==> src/rtl/sts_pkg.sv <==
// Purpose: shared constants and types for the start and clock timing block
// Assumes: sys_clk at 100 MHz
// Notes:   all times are kept in their own unit; the nanosecond times are turned into cycle counts here
package sts_pkg;

  // ----------------------------------------------------------------
  // clock rate
  // ----------------------------------------------------------------
  localparam int CLK_MHZ     = 100;
  localparam int NS_PER_US   = 1000;
  localparam int TICK_CYCLES = CLK_MHZ;

  // ----------------------------------------------------------------
  // start sequence times, microseconds
  // ----------------------------------------------------------------
  localparam int DELAY_US_MIN = 67;
  localparam int DELAY_US_MAX = 97;
  localparam int DELAY_US_NOM = 80;
  localparam int PULSE_US_MIN = 12;
  localparam int PULSE_US_MAX = 20;
  localparam int PULSE_US_NOM = 16;
  localparam int RESET_US_MIN = 37;
  localparam int RESET_US_MAX = 64;
  localparam int RESET_US_NOM = 50;

  // ----------------------------------------------------------------
  // clock generator and glitch filter times, nanoseconds
  // ----------------------------------------------------------------
  localparam int CLK_HIGH_NS  = 1000;
  localparam int CLK_GAP_NS   = 11000;
  localparam int WIDTH_MIN_NS = 750;
  localparam int WIDTH_MAX_NS = 1400;
  localparam int GAP_MIN_NS   = 8000;
  localparam int GAP_MAX_NS   = 27000;
  localparam int GLITCH_NS    = 40;

  localparam int CLK_HIGH_CYC  = CLK_HIGH_NS * CLK_MHZ / NS_PER_US;
  localparam int CLK_GAP_CYC   = CLK_GAP_NS * CLK_MHZ / NS_PER_US;
  localparam int WIDTH_MIN_CYC = (WIDTH_MIN_NS * CLK_MHZ + NS_PER_US - 1) / NS_PER_US;
  localparam int WIDTH_MAX_CYC = WIDTH_MAX_NS * CLK_MHZ / NS_PER_US;
  localparam int GAP_MIN_CYC   = (GAP_MIN_NS * CLK_MHZ + NS_PER_US - 1) / NS_PER_US;
  localparam int GAP_MAX_CYC   = GAP_MAX_NS * CLK_MHZ / NS_PER_US;
  localparam int GLITCH_CYC    = (GLITCH_NS * CLK_MHZ + NS_PER_US - 1) / NS_PER_US;

  // ----------------------------------------------------------------
  // widths and pin slots
  // ----------------------------------------------------------------
  localparam int CNT_W       = 12;
  localparam int US_W        = 8;
  localparam int SPAN_W      = 16;
  localparam int NUM_CLK_OUT = 3;
  localparam int NUM_RESET   = 3;
  localparam int NUM_PINS    = 5;
  localparam int PIN_START   = 0;
  localparam int PIN_BUTTON  = 1;
  localparam int PIN_KICK    = 2;
  localparam int PIN_SP_CLK  = 3;
  localparam int PIN_SP_FIT  = 4;

  // ----------------------------------------------------------------
  // state types
  // ----------------------------------------------------------------
  typedef enum logic [2:0] {
    SEQ_IDLE = 3'h1,
    SEQ_WAIT = 3'h2,
    SEQ_FIRE = 3'h4
  } sts_seq_t;

  typedef enum logic [1:0] {
    GEN_PULSE = 2'h1,
    GEN_GAP   = 2'h2
  } sts_gen_t;

endpackage

==> src/rtl/sts_pin_if.sv <==
// Purpose: carries one filtered pin from its filter to the sequencer or the clock generator
// Assumes: single clock domain
// Notes:   level and rise both come from flip-flops
`timescale 1ns/1ns
interface sts_pin_if;
  logic level;
  logic rise;
  modport src (output level, output rise);
  modport dst (input level, input rise);
endinterface

==> src/rtl/sts_start_clock_top.sv <==
// Purpose: machine clock generator and delayed start pulse sequencer
// Assumes: sys_clk 100 MHz, all pins asynchronous except width_set, gap_set and gated_clock_enable
// Notes:   start delay and widths counted on a microsecond tick
`timescale 1ns/1ns
module sts_start_clock_top
  import sts_pkg::*;
#(
  parameter int DELAY_US   = DELAY_US_NOM,
  parameter int PULSE_US   = PULSE_US_NOM,
  parameter int RESET_US   = RESET_US_NOM,
  parameter int TICK_CYC   = TICK_CYCLES,
  parameter int FILT_CYC   = GLITCH_CYC
) (
  // clock and reset
  input  wire logic                   sys_clk,
  input  wire logic                   reset,
  // start requests
  input  wire logic                   start_trigger,
  input  wire logic                   manual_start_button,
  // clock control pins
  input  wire logic                   clock_start,
  input  wire logic                   single_pulse_clock,
  input  wire logic                   single_pulse_fitted,
  // clock settings, in sys_clk cycles
  input  wire logic [CNT_W-1:0]       width_set,
  input  wire logic [CNT_W-1:0]       gap_set,
  // gate from machine logic
  input  wire logic                   gated_clock_enable,
  // clock outputs
  output logic      [NUM_CLK_OUT-1:0] clock_out,
  output logic                        gated_clock_out,
  // reset and start outputs
  output logic                        direct_reset_pulse_one,
  output logic                        direct_reset_pulse_two,
  output logic                        direct_reset_pulse_three,
  output logic                        delayed_start_pulse
);

  localparam int RESET_CYC = RESET_US * TICK_CYC;
  localparam int DELAY_CYC = DELAY_US * TICK_CYC;
  localparam int PULSE_CYC = PULSE_US * TICK_CYC;

  // ----------------------------------------------------------------
  // pin filtering
  // ----------------------------------------------------------------
  logic [NUM_PINS-1:0] pins;
  logic [NUM_PINS-1:0] pin_level;
  logic [NUM_PINS-1:0] pin_rise;

  assign pins = {single_pulse_fitted, single_pulse_clock, clock_start,
                 manual_start_button, start_trigger};

  genvar gi;
  generate
    for (gi = 0; gi < NUM_PINS; gi++) begin : g_pin
      sts_pin_if lnk ();
      sts_pin_filter #(
        .FILT_CYC (FILT_CYC)
      ) u_filt (
        .sys_clk (sys_clk),
        .reset   (reset),
        .pin_raw (pins[gi]),
        .link    (lnk.src)
      );
      assign pin_level[gi] = lnk.level;
      assign pin_rise[gi]  = lnk.rise;
    end
  endgenerate

  // ----------------------------------------------------------------
  // start sequencer
  // ----------------------------------------------------------------
  sts_seq_t                seq_reg;
  sts_seq_t                seq_next;
  logic     [CNT_W-1:0]    tick_cnt_reg;
  logic     [US_W-1:0]     us_cnt_reg;
  logic     [NUM_RESET-1:0] rst_reg;
  logic                    dsp_reg;
  logic                    tick;
  logic                    accept;
  logic                    delay_done;
  logic                    pulse_done;

  assign tick       = (tick_cnt_reg == CNT_W'(TICK_CYC - 1));
  assign accept     = (seq_reg == SEQ_IDLE) && (pin_rise[PIN_START] || pin_rise[PIN_BUTTON]);
  assign delay_done = tick && (us_cnt_reg == US_W'(DELAY_US - 1));
  assign pulse_done = tick && (us_cnt_reg == US_W'(PULSE_US - 1));

  always_comb begin
    seq_next = seq_reg;
    case (seq_reg)
      SEQ_IDLE: begin
        if (accept) begin
          seq_next = SEQ_WAIT;
        end
      end
      SEQ_WAIT: begin
        if (delay_done) begin
          seq_next = SEQ_FIRE;
        end
      end
      SEQ_FIRE: begin
        if (pulse_done) begin
          seq_next = SEQ_IDLE;
        end
      end
      default: begin
        seq_next = SEQ_IDLE;
      end
    endcase
  end

  always_ff @(posedge sys_clk or posedge reset) begin
    if (reset) begin
      seq_reg <= SEQ_IDLE;
    end else begin
      seq_reg <= seq_next;
    end
  end

  always_ff @(posedge sys_clk or posedge reset) begin
    if (reset) begin
      tick_cnt_reg <= '0;
    end else if (accept || tick) begin
      tick_cnt_reg <= '0;
    end else begin
      tick_cnt_reg <= tick_cnt_reg + 1'b1;
    end
  end

  always_ff @(posedge sys_clk or posedge reset) begin
    if (reset) begin
      us_cnt_reg <= '0;
    end else if (accept || ((seq_reg == SEQ_WAIT) && delay_done)) begin
      us_cnt_reg <= '0;
    end else if (tick) begin
      us_cnt_reg <= us_cnt_reg + 1'b1;
    end
  end

  always_ff @(posedge sys_clk or posedge reset) begin
    if (reset) begin
      rst_reg <= '0;
    end else if (accept) begin
      rst_reg <= '1;
    end else if ((seq_reg == SEQ_WAIT) && tick && (us_cnt_reg == US_W'(RESET_US - 1))) begin
      rst_reg <= '0;
    end
  end

  always_ff @(posedge sys_clk or posedge reset) begin
    if (reset) begin
      dsp_reg <= 1'b0;
    end else if ((seq_reg == SEQ_WAIT) && delay_done) begin
      dsp_reg <= 1'b1;
    end else if ((seq_reg == SEQ_FIRE) && pulse_done) begin
      dsp_reg <= 1'b0;
    end
  end

  assign direct_reset_pulse_one   = rst_reg[0];
  assign direct_reset_pulse_two   = rst_reg[1];
  assign direct_reset_pulse_three = rst_reg[2];
  assign delayed_start_pulse      = dsp_reg;

  // ----------------------------------------------------------------
  // clock generator
  // ----------------------------------------------------------------
  sts_gen_t               gen_reg;
  sts_gen_t               gen_next;
  logic     [CNT_W-1:0]   gen_cnt_reg;
  logic     [CNT_W-1:0]   gen_cnt_next;
  logic     [CNT_W-1:0]   width_eff;
  logic     [CNT_W-1:0]   gap_eff;
  logic     [NUM_CLK_OUT-1:0] clk_out_reg;
  logic                   gated_reg;
  logic                   clk_level;
  logic                   kick;
  logic                   fit;

  function automatic logic [CNT_W-1:0] clamp(input logic [CNT_W-1:0] v,
                                             input int lo, input int hi);
    logic [CNT_W-1:0] r;
    r = v;
    if (v < CNT_W'(lo)) begin
      r = CNT_W'(lo);
    end else if (v > CNT_W'(hi)) begin
      r = CNT_W'(hi);
    end
    return r;
  endfunction

  assign width_eff = clamp(width_set, WIDTH_MIN_CYC, WIDTH_MAX_CYC);
  assign gap_eff   = clamp(gap_set, GAP_MIN_CYC, GAP_MAX_CYC);
  assign kick      = pin_rise[PIN_KICK];
  assign fit       = pin_level[PIN_SP_FIT];

  always_comb begin
    gen_next     = gen_reg;
    gen_cnt_next = gen_cnt_reg + 1'b1;
    if (fit) begin
      gen_next     = GEN_GAP;
      gen_cnt_next = '0;
    end else if (kick) begin
      // start kick forces a pulse phase
      gen_next     = GEN_PULSE;
      gen_cnt_next = '0;
    end else begin
      case (gen_reg)
        GEN_PULSE: begin
          if (gen_cnt_reg >= width_eff - 1'b1) begin
            gen_next     = GEN_GAP;
            gen_cnt_next = '0;
          end
        end
        GEN_GAP: begin
          if (gen_cnt_reg >= gap_eff - 1'b1) begin
            gen_next     = GEN_PULSE;
            gen_cnt_next = '0;
          end
        end
        default: begin
          gen_next     = GEN_PULSE;
          gen_cnt_next = '0;
        end
      endcase
    end
  end

  always_ff @(posedge sys_clk or posedge reset) begin
    if (reset) begin
      gen_reg     <= GEN_GAP;
      gen_cnt_reg <= '0;
    end else begin
      gen_reg     <= gen_next;
      gen_cnt_reg <= gen_cnt_next;
    end
  end

  assign clk_level = fit ? pin_level[PIN_SP_CLK] : (gen_reg == GEN_PULSE);

  always_ff @(posedge sys_clk or posedge reset) begin
    if (reset) begin
      clk_out_reg <= '0;
      gated_reg   <= 1'b0;
    end else begin
      clk_out_reg <= {NUM_CLK_OUT{clk_level}};
      gated_reg   <= clk_level && gated_clock_enable;
    end
  end

  assign clock_out       = clk_out_reg;
  assign gated_clock_out = gated_reg;

  // ----------------------------------------------------------------
  // checking helpers
  // ----------------------------------------------------------------
  logic [SPAN_W-1:0] since_cnt_reg;
  logic [SPAN_W-1:0] dsp_hi_reg;
  logic [CNT_W-1:0]  run_cnt_reg;
  logic              clk_prev_reg;
  logic              irr_reg;
  logic [CNT_W-1:0]  width_q_reg;
  logic [CNT_W-1:0]  gap_q_reg;
  logic              clk_edge;
  logic              set_chg;

  assign clk_edge = (clk_out_reg[0] != clk_prev_reg);
  // setting moved this cycle: the phase just ended used the old value
  assign set_chg  = (width_set != width_q_reg) || (gap_set != gap_q_reg);

  always_ff @(posedge sys_clk or posedge reset) begin
    if (reset) begin
      since_cnt_reg <= '0;
      dsp_hi_reg    <= '0;
      run_cnt_reg   <= '0;
      clk_prev_reg  <= 1'b0;
      irr_reg       <= 1'b1;
      width_q_reg   <= '0;
      gap_q_reg     <= '0;
    end else begin
      since_cnt_reg <= accept ? SPAN_W'(1) : since_cnt_reg + 1'b1;
      dsp_hi_reg    <= dsp_reg ? dsp_hi_reg + 1'b1 : '0;
      run_cnt_reg   <= clk_edge ? CNT_W'(1) : run_cnt_reg + 1'b1;
      clk_prev_reg  <= clk_out_reg[0];
      width_q_reg   <= width_set;
      gap_q_reg     <= gap_set;
      if (kick || fit || set_chg) begin
        irr_reg <= 1'b1;
      end else if (clk_edge) begin
        irr_reg <= 1'b0;
      end
    end
  end
endmodule

==> src/rtl/sts_pin_filter.sv <==
// Purpose: two-stage synchroniser plus glitch filter for one pin
// Assumes: pin is asynchronous to sys_clk
// Notes:   level follows only after FILT_CYC stable cycles
`timescale 1ns/1ns
module sts_pin_filter
  import sts_pkg::*;
#(
  parameter int FILT_CYC = GLITCH_CYC
) (
  // clock and reset
  input  wire logic sys_clk,
  input  wire logic reset,
  // raw pin
  input  wire logic pin_raw,
  // filtered result
  sts_pin_if.src    link
);

  localparam int FW = $clog2(FILT_CYC + 1);

  logic          s1_reg;
  logic          s2_reg;
  logic [FW-1:0] stable_cnt_reg;
  logic          level_reg;
  logic          rise_reg;
  logic          accept;

  // ----------------------------------------------------------------
  // synchroniser
  // ----------------------------------------------------------------
  always_ff @(posedge sys_clk or posedge reset) begin
    if (reset) begin
      s1_reg <= 1'b0;
      s2_reg <= 1'b0;
    end else begin
      s1_reg <= pin_raw;
      s2_reg <= s1_reg;
    end
  end

  // ----------------------------------------------------------------
  // glitch filter
  // ----------------------------------------------------------------
  assign accept = (s2_reg != level_reg) && (stable_cnt_reg == FW'(FILT_CYC - 1));

  always_ff @(posedge sys_clk or posedge reset) begin
    if (reset) begin
      stable_cnt_reg <= '0;
      level_reg      <= 1'b0;
    end else if (s2_reg == level_reg) begin
      stable_cnt_reg <= '0;
    end else if (accept) begin
      stable_cnt_reg <= '0;
      level_reg      <= s2_reg;
    end else begin
      stable_cnt_reg <= stable_cnt_reg + 1'b1;
    end
  end

  always_ff @(posedge sys_clk or posedge reset) begin
    if (reset) begin
      rise_reg <= 1'b0;
    end else begin
      rise_reg <= accept && s2_reg;
    end
  end

  assign link.level = level_reg;
  assign link.rise  = rise_reg;
endmodule

==> config.mk <==
export PLATFORM = sky130hd
export DESIGN_NAME = sts_start_clock_top
export DESIGN_NICKNAME = d
export VERILOG_FILES = /design/src/rtl/sts_pkg.sv /design/src/rtl/sts_pin_if.sv /design/src/rtl/sts_start_clock_top.sv /design/src/rtl/sts_pin_filter.sv
export SDC_FILE = /design/constraint.sdc
export NUM_CORES = 1
export LEC_CHECK = 0
export BUFFER_PORTS_ARGS = -buffer_cell sky130_fd_sc_hd__buf_2
export CORE_ASPECT_RATIO = 1.5
export CORE_MARGIN = 1
export CORE_UTILIZATION = 54
export DETAILED_ROUTE_END_ITERATION = 10
export MAX_ROUTING_LAYER = met4
export PLACE_DENSITY = 0.85
export SYNTH_ARGS = -nofsm -noshare
export SYNTH_HDL_FRONTEND = slang
export SYNTH_HIERARCHICAL = 1
export SYNTH_SLANG_ARGS = --single-unit
==> constraint.sdc <==
create_clock -name sys_clk -period 2.1 [get_ports sys_clk]
set_clock_uncertainty 0.1 [all_clocks]
set_input_delay 0.315 -clock sys_clk [delete_from_list [all_inputs] [get_ports sys_clk]]
set_output_delay 0.315 -clock sys_clk [all_outputs]
set_load 0.005 [all_outputs]
==> impl_metrics.json <==
{
  "swShare_pct": 31.1,
  "violations": "negative setup slack",
  "clk_latency_ns": 0.34,
  "area_growth_pct": 34.1,
  "cp.depth": 19,
  "drt_iter0_drc": 156,
  "drc_errors": 0,
  "hold_viol_final": 0,
  "fin_crit_ns": 3.27,
  "p_clk_share_pct": 30.3,
  "crit_chain": "buf_6, and4bb_2, nand2_4, o2bb2ai_4, a22oi_2, nor2_4, nand2_2, ha_4, buf_6, xor2_1, ha_1, a21o_1, a31oi_1, o21ai_1, a221oi_2, buf_4, o21ai_4, buf_8, nor2_2",
  "clkSlewWorstSetupHoldPaths_ns": 0.05,
  "p_per_area_nw_per_um2": 884,
  "setup_violations": 14,
  "cp_slowest_stage_delay_ns": 0.33,
  "setup_slack_ns": -1.17,
  "status": "finished, violations left",
  "core_um2": 7610,
  "grt_pass1_vias": 3841,
  "fin_util_pct": 75.2,
  "firstDrtPassIters": 4,
  "antenna_left": 0,
  "layout.nets": 598,
  "grt_overflow": 0,
  "seq_area_um2": 1850,
  "ios": 40,
  "worstSetupPathType": "input pin to flop",
  "vias_per_cell": 5.71,
  "hold_class": "input pin to flop",
  "rsz0062_at_grt": "true",
  "die_h_um": 111,
  "seqPwrFrac_pct": 38.3,
  "slowest_stage": "ha_1",
  "crit_path_end_kind": "flop",
  "cp-startpoint": "gap_set[10]",
  "reg2reg_depth": 8,
  "synth_warnings": 6,
  "antennaDiodeCount": 0,
  "cts_sinks": 74,
  "io_buffer_count": 39,
  "htreeDepth": 3,
  "die_w_um": 74.6,
  "cp_max_fo": 7,
  "largest_register_ffs": 15,
  "multi_input_area_um2": 2600,
  "switchingPower_mw": 1.57,
  "dpl_worst_slack_ns": -1.51,
  "leakage_nw": 2.70,
  "worstSetupStartpointType": "input pin",
  "fillers": 472,
  "power.internal_mw": 3.49,
  "rrSetupSlack_ns": -0.15,
  "routed_wl_mm": 10.6,
  "worstPathArrival_ns": 3.43,
  "initial_utilization_pct": 56.1,
  "setup_tns_ns": -15.82,
  "wire_per_inst_um": 16.7,
  "antenna_found_initial": 0,
  "root_buffer": "clkbuf_16",
  "holdPathStages": 2,
  "maxSlewHeadroom_pct": 62.9,
  "period_share_pct": 156,
  "critPathTopFamily": "compound AO/OA/AOI/OAI gates",
  "crit_top_cell": "buf_6",
  "vdd_drop_max_mv": 0.766,
  "hp-start": "gated_clock_enable",
  "vias": 3629,
  "slew_violations": 0,
  "dieArea_um2": 8270,
  "gp_congestion": 0.895,
  "hpwlAfterDp_mm": 7.00,
  "crit_buf_inv": 4,
  "r2r_start": "gen_cnt_reg[7]",
  "r2r-end": "gen_cnt_reg[5]",
  "row_count": 39,
  "track_usage_pct": 27.3,
  "clockBufferDepth": 2,
  "cts_tree": "yes",
  "crit_path_end": "gen_cnt_reg[5]",
  "combPwrFrac_pct": 31.3,
  "post_dp_cell_area_um2": 5000,
  "max_freq_ghz": 0.305,
  "cts_made_buffers": 9,
  "finalInstanceArea_um2": 5720,
  "avgSynthCellArea_um2": 10.3,
  "synth_cells": 416,
  "synth_area_um2": 4270,
  "worst_slew_pin_slew_ns": 0.550,
  "crit_required_ns": 2.26,
  "grt_pass1_wl_mm": 16.8,
  "drive_above_1_share_pct": 34.6,
  "cap_violations": 0,
  "grt_max_degree": 42
}
==> through the flow <==
stage               hold WS (ns)  power [mW]  instances
finish                    0.0932        5.06        636
global route              0.0817        5.33        636
CTS                       0.0874        4.95        632
detailed placement         0.208        3.23        605
global placement           0.201        3.10        605
floorplan                0.00596        2.81        419
==> power by group through the flow <==
stage	Combinational [mW]	Sequential, mW	Clock [mW]
detailed placement	1.28	1.95	0
floorplan	0.907	1.90	0
global route	1.73	1.98	1.62
global placement	1.18	1.92	0
CTS	1.46	1.93	1.56
finish	1.58	1.94	1.53
==> layer usage <==
layer	vias to the layer above	share of wire, %	global-route usage (%)
met5	-	0	-
li1	1698	-	-
met2	102	55	46.0
met3	55	3.6	7.45
met4	0	4.7	18.1
met1	1774	37	26.2
==> cell type report <==
| type | instances | area share, % |
|---|---|---|
| multi-input cells | 322 | 45.5 |
| repair buffers | 106 | 13.5 |
| clock buffers | 12 | 4.48 |
| flip-flops and latches | 74 | 32.4 |
| inverters | 16 | 1.05 |
| clock inverters | 4 | 0.875 |
| well taps | 102 | 2.23 |
==> repair_timing <==
item | CTS | global route
resized for setup | 42 | 22
hold endpoints to repair | 38 | 0
setup buffers | 5 | 4
pin swaps | 26 | 18
setup endpoints to repair | 14 | 24
hold buffers | 6 | 0
cloned | 0 | 0
==> worst min-delay path by stage <==
stage,to,slack (ns)
after floorplan,g_pin[3].u_filt/link.level,0.006
after global placement,g_pin[4].u_filt/s1_reg,0.20
after detailed placement,g_pin[4].u_filt/s1_reg,0.21
after CTS,gated_clock_out,0.09
after global routing,gated_clock_out,0.08
final,gated_clock_out,0.09
==> cells in the final DEF (no fill, tap or decap), types with 5 or more instances in the layout <==
cell type	count
nor2_4	10
nand2b_1	5
xnor2_1	20
nor3_1	12
inv_1	15
and3_1	10
nand2b_4	5
o21ai_0	6
buf_4	58
xor2_1	20
buf_2	32
a21o_1	7
dlygate4sd3_1	6
nand3_1	14
clkbuf_16	9
nor3b_1	13
a21oi_1	9
mux2_4	5
ha_1	34
dfrtp_1	72
nand2_1	27
nor2_1	31
buf_6	9
and3b_1	5
nand4_1	6
Power figures use the tool's default switching activity.
